$ cat config.mk
export PLATFORM = sky130hd
export DESIGN_NAME = sdcd_top
export DESIGN_NICKNAME = d
export VERILOG_FILES = /design/src/rtl/sdcd_pkg.sv /design/src/rtl/sdcd_top.sv /design/src/rtl/sdcd_order.sv
export VERILOG_INCLUDE_DIRS = /design/src /design/src/rtl
export SDC_FILE = /design/constraint.sdc
export NUM_CORES = 1
export LEC_CHECK = 0
export BUFFER_PORTS_ARGS = -buffer_cell sky130_fd_sc_hd__buf_2
export CORE_AREA = 3 3 167 332
export CTS_BUF_LIST = sky130_fd_sc_hd__clkbuf_4 sky130_fd_sc_hd__clkbuf_8
export DETAILED_ROUTE_END_ITERATION = 7
export DIE_AREA = 0 0 170 335
export GPL_TIMING_DRIVEN = 0
export PLACE_DENSITY = 0.61
export SKIP_LAST_GASP = 1
export SYNTH_ARGS = -nofsm -noshare
export SYNTH_HDL_FRONTEND = slang
export SYNTH_SLANG_ARGS = --single-unit
export TNS_END_PERCENT = 20
$ cat constraint.sdc
create_clock -name sys_clk -period 2.22 [get_ports sys_clk]
set_input_delay 0.111 -clock sys_clk [delete_from_list [all_inputs] [get_ports sys_clk]]
set_output_delay 0.111 -clock sys_clk [all_outputs]
set_load 0.02 [all_outputs]
$ cat src/rtl/sdcd_map.svh
// Constants for the DRAM command decoder: timing, bit positions, fields
`ifndef SDCD_MAP_SVH
`define SDCD_MAP_SVH
// ****************************************
// Clock and timing
// ****************************************
`define SDCD_CLK_MHZ 40
`define SDCD_TRP_NS 15
`define SDCD_TRP_CYC (((`SDCD_TRP_NS * `SDCD_CLK_MHZ) + 999) / 1000)
// ****************************************
// Address bit positions
// ****************************************
`define SDCD_AP_BIT 10
`define SDCD_BC_BIT 12
// ****************************************
// Mode register zero fields
// ****************************************
`define SDCD_MR0_BL_LSB 0
`define SDCD_MR0_BT_BIT 3
`define SDCD_BL_FIXED8 2'h0
`define SDCD_BL_OTF 2'h1
`define SDCD_BL_FIXED4 2'h2
`define SDCD_MR0_RST 13'h0000
`define SDCD_MR_SEL0 3'h0
// ****************************************
// Burst geometry in clocks
// ****************************************
`define SDCD_CLK_BL8 2'h3
`define SDCD_CLK_BC4 2'h1
`endif

$ cat src/rtl/sdcd_pkg.sv
// Types shared by the DRAM command decoder modules
package sdcd_pkg;
    // Command pins sampled on each rising clock
    typedef struct packed {
        logic cs_n;
        logic ras_n;
        logic cas_n;
        logic we_n;
        logic cke;
        logic [2:0] ba;
        logic [12:0] addr;
    } sdcd_cmd_t;
    // Core array access request
    typedef struct packed {
        logic rd;
        logic wr;
        logic [2:0] bank;
        logic [12:0] row;
        logic [9:0] col;
    } sdcd_core_t;
    // Side events reported to the array model
    typedef struct packed {
        logic ref_p;
        logic zq_p;
        logic zq_long;
        logic mrs_p;
        logic [2:0] mrs_sel;
        logic [12:0] mrs_op;
    } sdcd_evt_t;
    // Power states
    typedef enum logic [2:0] {
        SDCD_PWR_ON = 3'b001,
        SDCD_PWR_PD = 3'b010,
        SDCD_PWR_SR = 3'b100
    } sdcd_pwr_t;
    // Burst engine states
    typedef enum logic [4:0] {
        SDCD_BST_IDLE = 5'b00001,
        SDCD_BST_RFETCH = 5'b00010,
        SDCD_BST_RD = 5'b00100,
        SDCD_BST_WR = 5'b01000,
        SDCD_BST_WCOM = 5'b10000
    } sdcd_bst_t;
endpackage

$ cat src/rtl/sdcd_top.sv
// Command decoder, bank tracker and burst engine of an eight bank DRAM
//
// Functional notes
// - Chip select high masks every command input except clock enable, which still exits power down
// - No-operation starts nothing, work continues
// - Activate opens chosen row in chosen bank
// - Row stays open until precharged
// - Precharge closes one bank or all banks
// - Precharged bank waits row precharge time
// - Repeat precharge accepted, timing restarts
// - Other bank access allowed if no overlap
// - Read/write decode, A10 requests auto precharge
// - On-the-fly A12 picks chop or eight
// - Burst starts at column, programmed order
// - Eight word prefetch, two beats per clock
// - Eight independent banks addressed by bank bits
// - Mode set, refresh, calibration decode
// - Clock enable previous and current pair
// - Self refresh and power down entry
// - Exit on rising clock enable with idle
// - Masked write beats are not stored
`timescale 1ns/1ps
`include "sdcd_map.svh"
module sdcd_top #(
    parameter int DQ_W = 16,
    parameter int TRP_CYC = `SDCD_TRP_CYC
) (
    input wire logic sys_clk,
    input wire logic rst,
    input wire sdcd_pkg::sdcd_cmd_t cmd,
    input wire logic [DQ_W/8-1:0] dm,
    input wire logic [DQ_W-1:0] dq_in_rise,
    input wire logic [DQ_W-1:0] dq_in_fall,
    output logic [DQ_W-1:0] dq_out_rise,
    output logic [DQ_W-1:0] dq_out_fall,
    output logic dq_oe_n,
    output sdcd_pkg::sdcd_core_t core,
    output logic [8*DQ_W-1:0] core_wdata,
    output logic [8*(DQ_W/8)-1:0] core_wmask,
    input wire logic [8*DQ_W-1:0] core_rdata,
    output sdcd_pkg::sdcd_evt_t evt,
    output sdcd_pkg::sdcd_pwr_t pwr_state,
    output logic [7:0] bank_open,
    output logic proto_err
);
    import sdcd_pkg::*;

    localparam int BYT = DQ_W / 8;
    localparam int TW = (TRP_CYC < 2) ? 1 : $clog2(TRP_CYC + 1);

    // ****************************************
    // State registers
    // ****************************************
    logic cke_prev_q; // Clock enable seen one cycle earlier
    sdcd_pwr_t pwr_q; // Power state
    sdcd_bst_t bst_q; // Burst engine state
    logic [1:0] cnt_q; // Clock index inside a burst
    logic [1:0] last_q; // Last clock index of the burst
    logic ap_q; // Auto precharge requested for running burst
    logic [12:0] mr0_q; // Mode register zero copy
    sdcd_core_t core_q; // Registered core request
    sdcd_evt_t evt_q; // Registered side events
    logic err_q; // Protocol error pulse
    logic [7:0][DQ_W-1:0] rd_word_q; // Fetched prefetch word
    logic [7:0][DQ_W-1:0] wbuf_q; // Write assembly buffer
    logic [7:0][BYT-1:0] wmask_q; // Per word byte masks
    logic [DQ_W-1:0] dq_r_q; // Rising beat out
    logic [DQ_W-1:0] dq_f_q; // Falling beat out
    logic oe_n_q; // Data drive enable, low while driving

    // ****************************************
    // Command decode
    // ****************************************
    wire cmd_sel = ~cmd.cs_n;
    wire pwr_on = (pwr_q == SDCD_PWR_ON);
    wire cmd_live = cmd_sel & cke_prev_q & cmd.cke & pwr_on;
    wire [2:0] strb = {cmd.ras_n, cmd.cas_n, cmd.we_n};
    wire dec_act = cmd_live & (strb == 3'h3);
    wire dec_pre = cmd_live & (strb == 3'h2);
    wire dec_wr = cmd_live & (strb == 3'h4);
    wire dec_rd = cmd_live & (strb == 3'h5);
    wire dec_mrs = cmd_live & (strb == 3'h0);
    wire dec_ref = cmd_live & (strb == 3'h1);
    wire dec_zq = cmd_live & (strb == 3'h6);
    wire dec_nop = cmd_live & (strb == 3'h7);

    // ****************************************
    // Bank status views
    // ****************************************
    wire [7:0] act_w; // Bank holds an open row
    wire [7:0] trp_w; // Bank still inside precharge time
    wire [12:0] row_w [8]; // Open row per bank
    wire bst_idle = (bst_q == SDCD_BST_IDLE);
    wire all_quiet = ~|act_w & ~|trp_w & bst_idle & ~core_q.wr;
    wire bank_act = act_w[cmd.ba];
    wire bank_trp = trp_w[cmd.ba];

    // ****************************************
    // Legality checks
    // ****************************************
    wire bad_act = dec_act & (bank_act | bank_trp);
    wire bad_rw = (dec_rd | dec_wr) & (~bank_act | ~bst_idle);
    wire bad_idle = (dec_mrs | dec_ref | dec_zq) & ~all_quiet;
    wire good_act = dec_act & ~bad_act;
    wire good_pre = dec_pre;
    wire good_rd = dec_rd & ~bad_rw;
    wire good_wr = dec_wr & ~bad_rw;

    // ****************************************
    // Power state decode
    // ****************************************
    wire cke_fall = cke_prev_q & ~cmd.cke;
    wire cke_rise = ~cke_prev_q & cmd.cke;
    wire ent_ok = pwr_on & cke_fall & cmd_sel & all_quiet;
    wire ent_sr = ent_ok & (strb == 3'h1);
    wire ent_pd = ent_ok & (strb == 3'h7);
    wire exit_ok = ~pwr_on & cke_rise & (cmd.cs_n | (strb == 3'h7));
    wire exit_bad = ~pwr_on & cke_rise & ~exit_ok;

    // ****************************************
    // Burst length and ordering
    // ****************************************
    wire [1:0] bl_mode = mr0_q[`SDCD_MR0_BL_LSB +: 2];
    wire bc4_sel = (bl_mode == `SDCD_BL_FIXED4)
        | ((bl_mode == `SDCD_BL_OTF) & ~cmd.addr[`SDCD_BC_BIT]);
    wire [1:0] last_sel = bc4_sel ? `SDCD_CLK_BC4 : `SDCD_CLK_BL8;
    wire [7:0][2:0] word_idx; // Word for each beat
    wire [2:0] beat_r = {cnt_q, 1'b0};
    wire [2:0] beat_f = {cnt_q, 1'b1};
    wire [2:0] widx_r = word_idx[beat_r];
    wire [2:0] widx_f = word_idx[beat_f];
    wire burst_end = (cnt_q == last_q);
    wire ap_close = ap_q & ((bst_q == SDCD_BST_RD) & burst_end | (bst_q == SDCD_BST_WCOM));

    // Start column selects the first word, mode bit picks the order
    sdcd_order u_order (
        .start(core_q.col[2:0]),
        .interleave(mr0_q[`SDCD_MR0_BT_BIT]),
        .word_idx(word_idx)
    );

    // ****************************************
    // Per bank state
    // ****************************************
    genvar gb;
    generate
        for (gb = 0; gb < 8; gb++) begin : g_bank
            logic act_b_q;
            logic [12:0] row_b_q;
            logic [TW-1:0] trp_b_q;
            wire hit_b = (cmd.ba == 3'(gb));
            wire close_b = (good_pre & (cmd.addr[`SDCD_AP_BIT] | hit_b))
                | (ap_close & (core_q.bank == 3'(gb)));
            wire open_b = good_act & hit_b;
            // Open on activate, close and restart precharge time on precharge
            always_ff @(posedge sys_clk) begin
                if (rst) begin
                    act_b_q <= 1'b0;
                    row_b_q <= 13'h0000;
                    trp_b_q <= '0;
                end else if (close_b) begin
                    act_b_q <= 1'b0;
                    trp_b_q <= TW'(TRP_CYC);
                end else if (open_b) begin
                    act_b_q <= 1'b1;
                    row_b_q <= cmd.addr;
                end else if (trp_b_q != '0) begin
                    trp_b_q <= trp_b_q - 1'b1;
                end
            end
            assign act_w[gb] = act_b_q;
            assign trp_w[gb] = (trp_b_q != '0);
            assign row_w[gb] = row_b_q;
        end
    endgenerate

    // ****************************************
    // Clock enable history and power state
    // ****************************************
    always_ff @(posedge sys_clk) begin
        if (rst) begin
            cke_prev_q <= 1'b0;
            pwr_q <= SDCD_PWR_ON;
        end else begin
            cke_prev_q <= cmd.cke;
            unique case (pwr_q)
                SDCD_PWR_ON: begin
                    if (ent_sr) begin
                        pwr_q <= SDCD_PWR_SR;
                    end else if (ent_pd) begin
                        pwr_q <= SDCD_PWR_PD;
                    end
                end
                SDCD_PWR_PD, SDCD_PWR_SR: begin
                    if (exit_ok) begin
                        pwr_q <= SDCD_PWR_ON;
                    end
                end
            endcase
        end
    end

    // ****************************************
    // Burst engine
    // ****************************************
    always_ff @(posedge sys_clk) begin
        if (rst) begin
            bst_q <= SDCD_BST_IDLE;
            cnt_q <= 2'h0;
            last_q <= 2'h0;
            ap_q <= 1'b0;
            core_q <= '0;
        end else begin
            core_q.rd <= 1'b0;
            core_q.wr <= 1'b0;
            unique case (bst_q)
                SDCD_BST_IDLE: begin
                    // Latch address and length of a new access
                    if (good_rd | good_wr) begin
                        bst_q <= good_rd ? SDCD_BST_RFETCH : SDCD_BST_WR;
                        core_q.rd <= good_rd;
                        core_q.bank <= cmd.ba;
                        core_q.row <= row_w[cmd.ba];
                        core_q.col <= cmd.addr[9:0];
                        ap_q <= cmd.addr[`SDCD_AP_BIT];
                        last_q <= last_sel;
                        cnt_q <= 2'h0;
                    end
                end
                SDCD_BST_RFETCH: begin
                    bst_q <= SDCD_BST_RD;
                end
                SDCD_BST_RD, SDCD_BST_WR: begin
                    cnt_q <= cnt_q + 2'h1;
                    if (burst_end) begin
                        bst_q <= (bst_q == SDCD_BST_RD) ? SDCD_BST_IDLE : SDCD_BST_WCOM;
                    end
                end
                SDCD_BST_WCOM: begin
                    core_q.wr <= 1'b1;
                    bst_q <= SDCD_BST_IDLE;
                end
            endcase
        end
    end

    // ****************************************
    // Read data path
    // ****************************************
    always_ff @(posedge sys_clk) begin
        if (rst) begin
            rd_word_q <= '0;
            dq_r_q <= '0;
            dq_f_q <= '0;
            oe_n_q <= 1'b1;
        end else begin
            if (bst_q == SDCD_BST_RFETCH) begin
                rd_word_q <= core_rdata;
            end
            oe_n_q <= ~(bst_q == SDCD_BST_RD);
            if (bst_q == SDCD_BST_RD) begin
                dq_r_q <= rd_word_q[widx_r];
                dq_f_q <= rd_word_q[widx_f];
            end
        end
    end

    // ****************************************
    // Write assembly, one slot per word
    // ****************************************
    wire wr_beat = (bst_q == SDCD_BST_WR);
    genvar gw;
    generate
        for (gw = 0; gw < 8; gw++) begin : g_word
            wire hit_r = wr_beat & (widx_r == 3'(gw));
            wire hit_f = wr_beat & (widx_f == 3'(gw));
            // Unvisited words stay masked so a chopped burst leaves them alone
            always_ff @(posedge sys_clk) begin
                if (rst) begin
                    wbuf_q[gw] <= '0;
                    wmask_q[gw] <= '1;
                end else if ((bst_q == SDCD_BST_IDLE) & good_wr) begin
                    wmask_q[gw] <= '1;
                end else if (hit_r) begin
                    wbuf_q[gw] <= dq_in_rise;
                    wmask_q[gw] <= dm;
                end else if (hit_f) begin
                    wbuf_q[gw] <= dq_in_fall;
                    wmask_q[gw] <= dm;
                end
            end
        end
    endgenerate

    // ****************************************
    // Mode register, side events, errors
    // ****************************************
    always_ff @(posedge sys_clk) begin
        if (rst) begin
            mr0_q <= `SDCD_MR0_RST;
            evt_q <= '0;
            err_q <= 1'b0;
        end else begin
            evt_q.ref_p <= dec_ref & all_quiet;
            evt_q.zq_p <= dec_zq & all_quiet;
            evt_q.mrs_p <= dec_mrs & all_quiet;
            err_q <= bad_act | bad_rw | bad_idle | exit_bad;
            if (dec_zq & all_quiet) begin
                evt_q.zq_long <= cmd.addr[`SDCD_AP_BIT];
            end
            if (dec_mrs & all_quiet) begin
                evt_q.mrs_sel <= cmd.ba;
                evt_q.mrs_op <= cmd.addr;
                if (cmd.ba == `SDCD_MR_SEL0) begin
                    mr0_q <= cmd.addr;
                end
            end
        end
    end

    // ****************************************
    // Outputs
    // ****************************************
    assign dq_out_rise = dq_r_q;
    assign dq_out_fall = dq_f_q;
    assign dq_oe_n = oe_n_q;
    assign core = core_q;
    assign core_wdata = wbuf_q;
    assign core_wmask = wmask_q;
    assign evt = evt_q;
    assign pwr_state = pwr_q;
    assign bank_open = act_w;
    assign proto_err = err_q;

    // ****************************************
    // Assertions
    // ****************************************
    AST_DESEL_IDLE: assert property (@(posedge sys_clk) disable iff (rst)
        cmd.cs_n |=> !core.rd) else $error("deselect started a read");
    AST_NOP_STABLE: assert property (@(posedge sys_clk) disable iff (rst)
        (dec_nop && !ap_close) |=> $stable(bank_open)) else $error("nop changed banks");
    AST_ACT_OPEN: assert property (@(posedge sys_clk) disable iff (rst)
        good_act |=> bank_open[$past(cmd.ba)]) else $error("activate did not open bank");
    AST_PRE_ALL: assert property (@(posedge sys_clk) disable iff (rst)
        (good_pre && cmd.addr[`SDCD_AP_BIT]) |=> (bank_open == 8'h00))
        else $error("precharge all left a bank open");
    AST_ACT_EARLY: assert property (@(posedge sys_clk) disable iff (rst)
        (dec_act && trp_w[cmd.ba]) |=> (proto_err && !bank_open[$past(cmd.ba)]))
        else $error("activate inside precharge time accepted");
    AST_RD_BL8: assert property (@(posedge sys_clk) disable iff (rst)
        (good_rd && !bc4_sel) |-> ##3 !dq_oe_n [*4] ##1 dq_oe_n)
        else $error("read burst of eight wrong length");
    AST_RD_BC4: assert property (@(posedge sys_clk) disable iff (rst)
        (good_rd && bc4_sel) |-> ##3 !dq_oe_n [*2] ##1 dq_oe_n)
        else $error("chopped read wrong length");
    AST_WR_COMMIT: assert property (@(posedge sys_clk) disable iff (rst)
        (good_wr && !bc4_sel) |-> ##6 core.wr) else $error("write not committed");
    AST_RW_IDLE_ERR: assert property (@(posedge sys_clk) disable iff (rst)
        ((dec_rd || dec_wr) && !bank_act) |=> (proto_err && !core.rd))
        else $error("access to idle bank not flagged");
    AST_SR_ENTRY: assert property (@(posedge sys_clk) disable iff (rst)
        ent_sr |=> (pwr_state == SDCD_PWR_SR)) else $error("self refresh not entered");
    AST_PD_EXIT: assert property (@(posedge sys_clk) disable iff (rst)
        exit_ok |=> (pwr_state == SDCD_PWR_ON)) else $error("power state not left");
    AST_CKE_LOW: assert property (@(posedge sys_clk) disable iff (rst)
        !cke_prev_q |=> (!core.rd && !evt.ref_p)) else $error("command taken with cke low");
endmodule

$ cat src/rtl/sdcd_order.sv
// Beat to word ordering inside one eight word prefetch
`timescale 1ns/1ps
module sdcd_order (
    input wire logic [2:0] start,
    input wire logic interleave,
    output logic [7:0][2:0] word_idx
);
    // ****************************************
    // One ordering term per beat
    // ****************************************
    genvar gi;
    generate
        for (gi = 0; gi < 8; gi++) begin : g_beat
            // Sequential wraps within each half, interleaved xors the index
            assign word_idx[gi] = interleave ? (start ^ 3'(gi))
                : {start[2] ^ 1'(gi >> 2), 2'(start[1:0] + 2'(gi))};
        end
    endgenerate
endmodule

==> impl_metrics.csv <==
group,metric,value,unit
critical_path,required,2.77,ns
sta,clock_skew,0.0335,ns
detailed_routing,wire_per_inst,23.6,um
final_layout,drive_gt1_frac,0.272,
global_route,grt_usage,0.297,
global_route,grt_max_degree,11,
run,cap_viol_max_count,0,
critical_path,start_kind,"register",
synthesis,synth_common_cells,"nand2_1, dfxtp_1, mux2i_1",
detailed_routing,dr.pass1.iters,8,
synthesis,seq_area_frac_synth,0.463,
synthesis,yosysWarnings,0,
critical_path,startpoint,"g_bank[7].trp_b_q",
floorplanning,die_y,335,um
sta,slew_violations,0,
floorplanning,num_rows,120,
synthesis,synth_top_area_cell,"dfxtp_1",
synthesis,synth.most_common_cell,"nand2_1",
synthesis,syn_nets,2522,
sta,fin_crit_sh,1.05,
placed_design,portBuffers,417,
synthesis,synthCells,2337,
sta,whs,0.117,ns
placed_design,place_ws,-0.819,ns
global_route,grt_pass1_vias,21461,
synthesis,ys_ff_latch,491,
critical_path,rr_startpoint,"g_bank[7].trp_b_q",
detailed_routing,drt_iter0_markers,1288,
sta,setup_viol,93,
global_route,antenna_found_initial,3,
detailed_routing,wirelength,88.9,mm
floorplanning,die_x,170,um
clock_network,cts_buffer_depth,3,
power_and_ir_drop,vdd_ir_drop_max,0.515,mV
sta,grt_setup_unrepaired,"true",
floorplanning,die_area,0.0570,mm2
critical_path,ff2ff_setup_slack,-0.12,ns
synthesis,syn_area_per_cell,9.09,um2
outcome,violations,"setup timing",
clock_network,insertion_delay,0.65,ns
sta,relSlewSlack,0.375,
final_layout,final_nets,3240,
critical_path,worst_r2r_endpoint,"g_bank[2].row_b_q[8]",
floorplanning,core,0.0535,mm2
clock_network,clk_pin_slew_worst_paths,0.07,ns
synthesis,async_flop_share,0,
min_path,hold_path.class,"input pin to register",
power_and_ir_drop,power_density,622,mW/mm2
detailed_routing,postRouteAntennaNets,0,
final_layout,fin_util,0.534,
detailed_routing,drcViolationCount,0,
placed_design,place_hpwl,67.1,mm
sta,finalSetupTns,-5.01,ns
clock_network,h-tree-depth,3,
critical_path,crit_fanout,10,
detailed_routing,vias,20985,
power_and_ir_drop,finalPower,17.8,mW
synthesis,synth_top_flop_cell,"dfxtp_1",
outcome,status,"finished with violations",
final_layout,syn_to_final_growth,34.5,%
global_route,gr-total-overflow,0,
clock_network,root_buffer,"clkbuf_8",
critical_path,worst_setup_path_end_kind,"register",
sta,worst_pin_slew,0.938,ns
floorplanning,io_pins,422,
synthesis,synth_cell_type_count,65,
sta,fin_ws,-0.121,ns
synthesis,synth_edf_count,0,
detailed_routing,vias_per_cell,5.56,
synthesis,syn_area,0.0212,mm2
floorplanning,initial_utilization,0.397,
global_route,grt_pass1_wl,129,mm
critical_path,worst-setup-path-type,"register to register",
placed_design,gp_congestion,0.920,
sta,finalCriticalPeriod,2.34,ns
sta,fmax,427,MHz
critical_path,worstSetupEndpoint,"g_bank[2].row_b_q[8]",
synthesis,yosys-top-cells-area,"dfxtp_1, mux2i_1, nand2_1",
critical_path,cp.arrival,2.89,ns
synthesis,synth_top_area_share,0.463,
critical_path,r2r_cells,7,
power_and_ir_drop,leakage,11.3,nW
clock_network,cts.sinks,491,
sta,hold_violations,0,
clock_network,cts_tree,"built",
clock_network,cts_buffers,72,
[routing by layer]
| layer | part of all wire | GRT usage |
|---|---|---|
| met1 | 0.35 | 0.307 |
| met2 | 0.52 | 0.549 |
| met3 | 0.062 | 0.0561 |
| met4 | 0.068 | 0.177 |
| met5 | 0.00016 | 0 |
[layout by cell type (no fill, tap or decap), types with 10 or more instances in the layout]
master	count
mux2i_1	220
mux4_2	47
a31oi_1	17
o21ai_0	36
nor3_1	19
clkbuf_8	81
buf_12	13
clkbuf_1	91
dfxtp_2	10
a21oi_1	160
a211oi_1	198
a311o_1	16
buf_2	425
buf_6	11
a31o_2	30
nor2_4	12
nor2_1	189
nand2_1	520
and2_1	50
mux2i_2	10
dfxtp_1	480
clkbuf_2	46
clkbuf_4	32
buf_4	52
dlygate4sd3_1	180
[power by group]
group,total (mW),switching (mW),internal [mW]
Sequential,8.88,0.0365,8.84
Clock,7.46,3.67,3.79
Combinational,1.43,0.841,0.590
[worst min path at each step]
stage | cells past startpoint | slack [ns] | to | from
after CTS | 5 | 0.07 | g_bank[7].act_b_q | cmd[15]
after global placement | 3 | 0.36 | rd_word_q[75] | core_rdata[75]
after detailed placement | 3 | 0.36 | rd_word_q[3] | core_rdata[3]
after global routing | 5 | 0.12 | g_bank[7].act_b_q | cmd[15]
final | 4 | 0.12 | pwr_state[1] | rst
after floorplan | 1 | 0.24 | cke_prev_q | cmd[16]
[worst max-delay path: stages (launching register included)]
cell,delay [ns]
dfxtp_2,0.32
mux4_2,0.48
mux2_4,0.29
a211oi_4,0.31
o211a_1,0.23
buf_2,0.20
buf_8,0.21
mux2i_1,0.20
[metrics by stage]
step	instances	instance area (um2)
after floorplan	2337	21200
after global placement	3425	24200
after detailed placement	3425	24200
after CTS	3748	28100
after global routing	3776	28600
final	3776	28600
[final cells by class]
type / count / area [um2]
antenna: 2 / 5.00
buffer: 194 / 1140
clock buffer: 107 / 1310
clock inverter: 15 / 97.6
fill: 4931 / 24900
inverter: 5 / 18.8
multi-input combinational: 1645 / 10900
sequential: 491 / 9850
tap: 671 / 840
timing repair buffer: 646 / 4410
[flip-flops by register name (all words and copies together), names as in the netlist, 3 cells and up]
signal and flops:
g_bank.act_b_q 8, pwr_state 3, bst_q 5, g_bank.row_b_q 104, dq_out_rise 16, evt 20
rd_word_q 128, g_bank.trp_b_q 8, mr0_q 3, dq_out_fall 16, core_wdata 128, core_wmask 16
core 28
[kinds of logic after synthesis]
group           synth area share
compound gates             0.156
xor+xnor                 0.00330
buf+inv                   0.0440
flops                      0.463
mux                        0.160
simple gates               0.173
[what timing repair did]
action	CTS	global route
cloned	1	3
hold buffers	180	0
buffers inserted	22	24
pin swaps	15	15
setup endpoints to repair	462	391
gates resized for setup	142	68
hold endpoints to repair	334	0
Note: power is estimated with default switching activity, not from simulation.
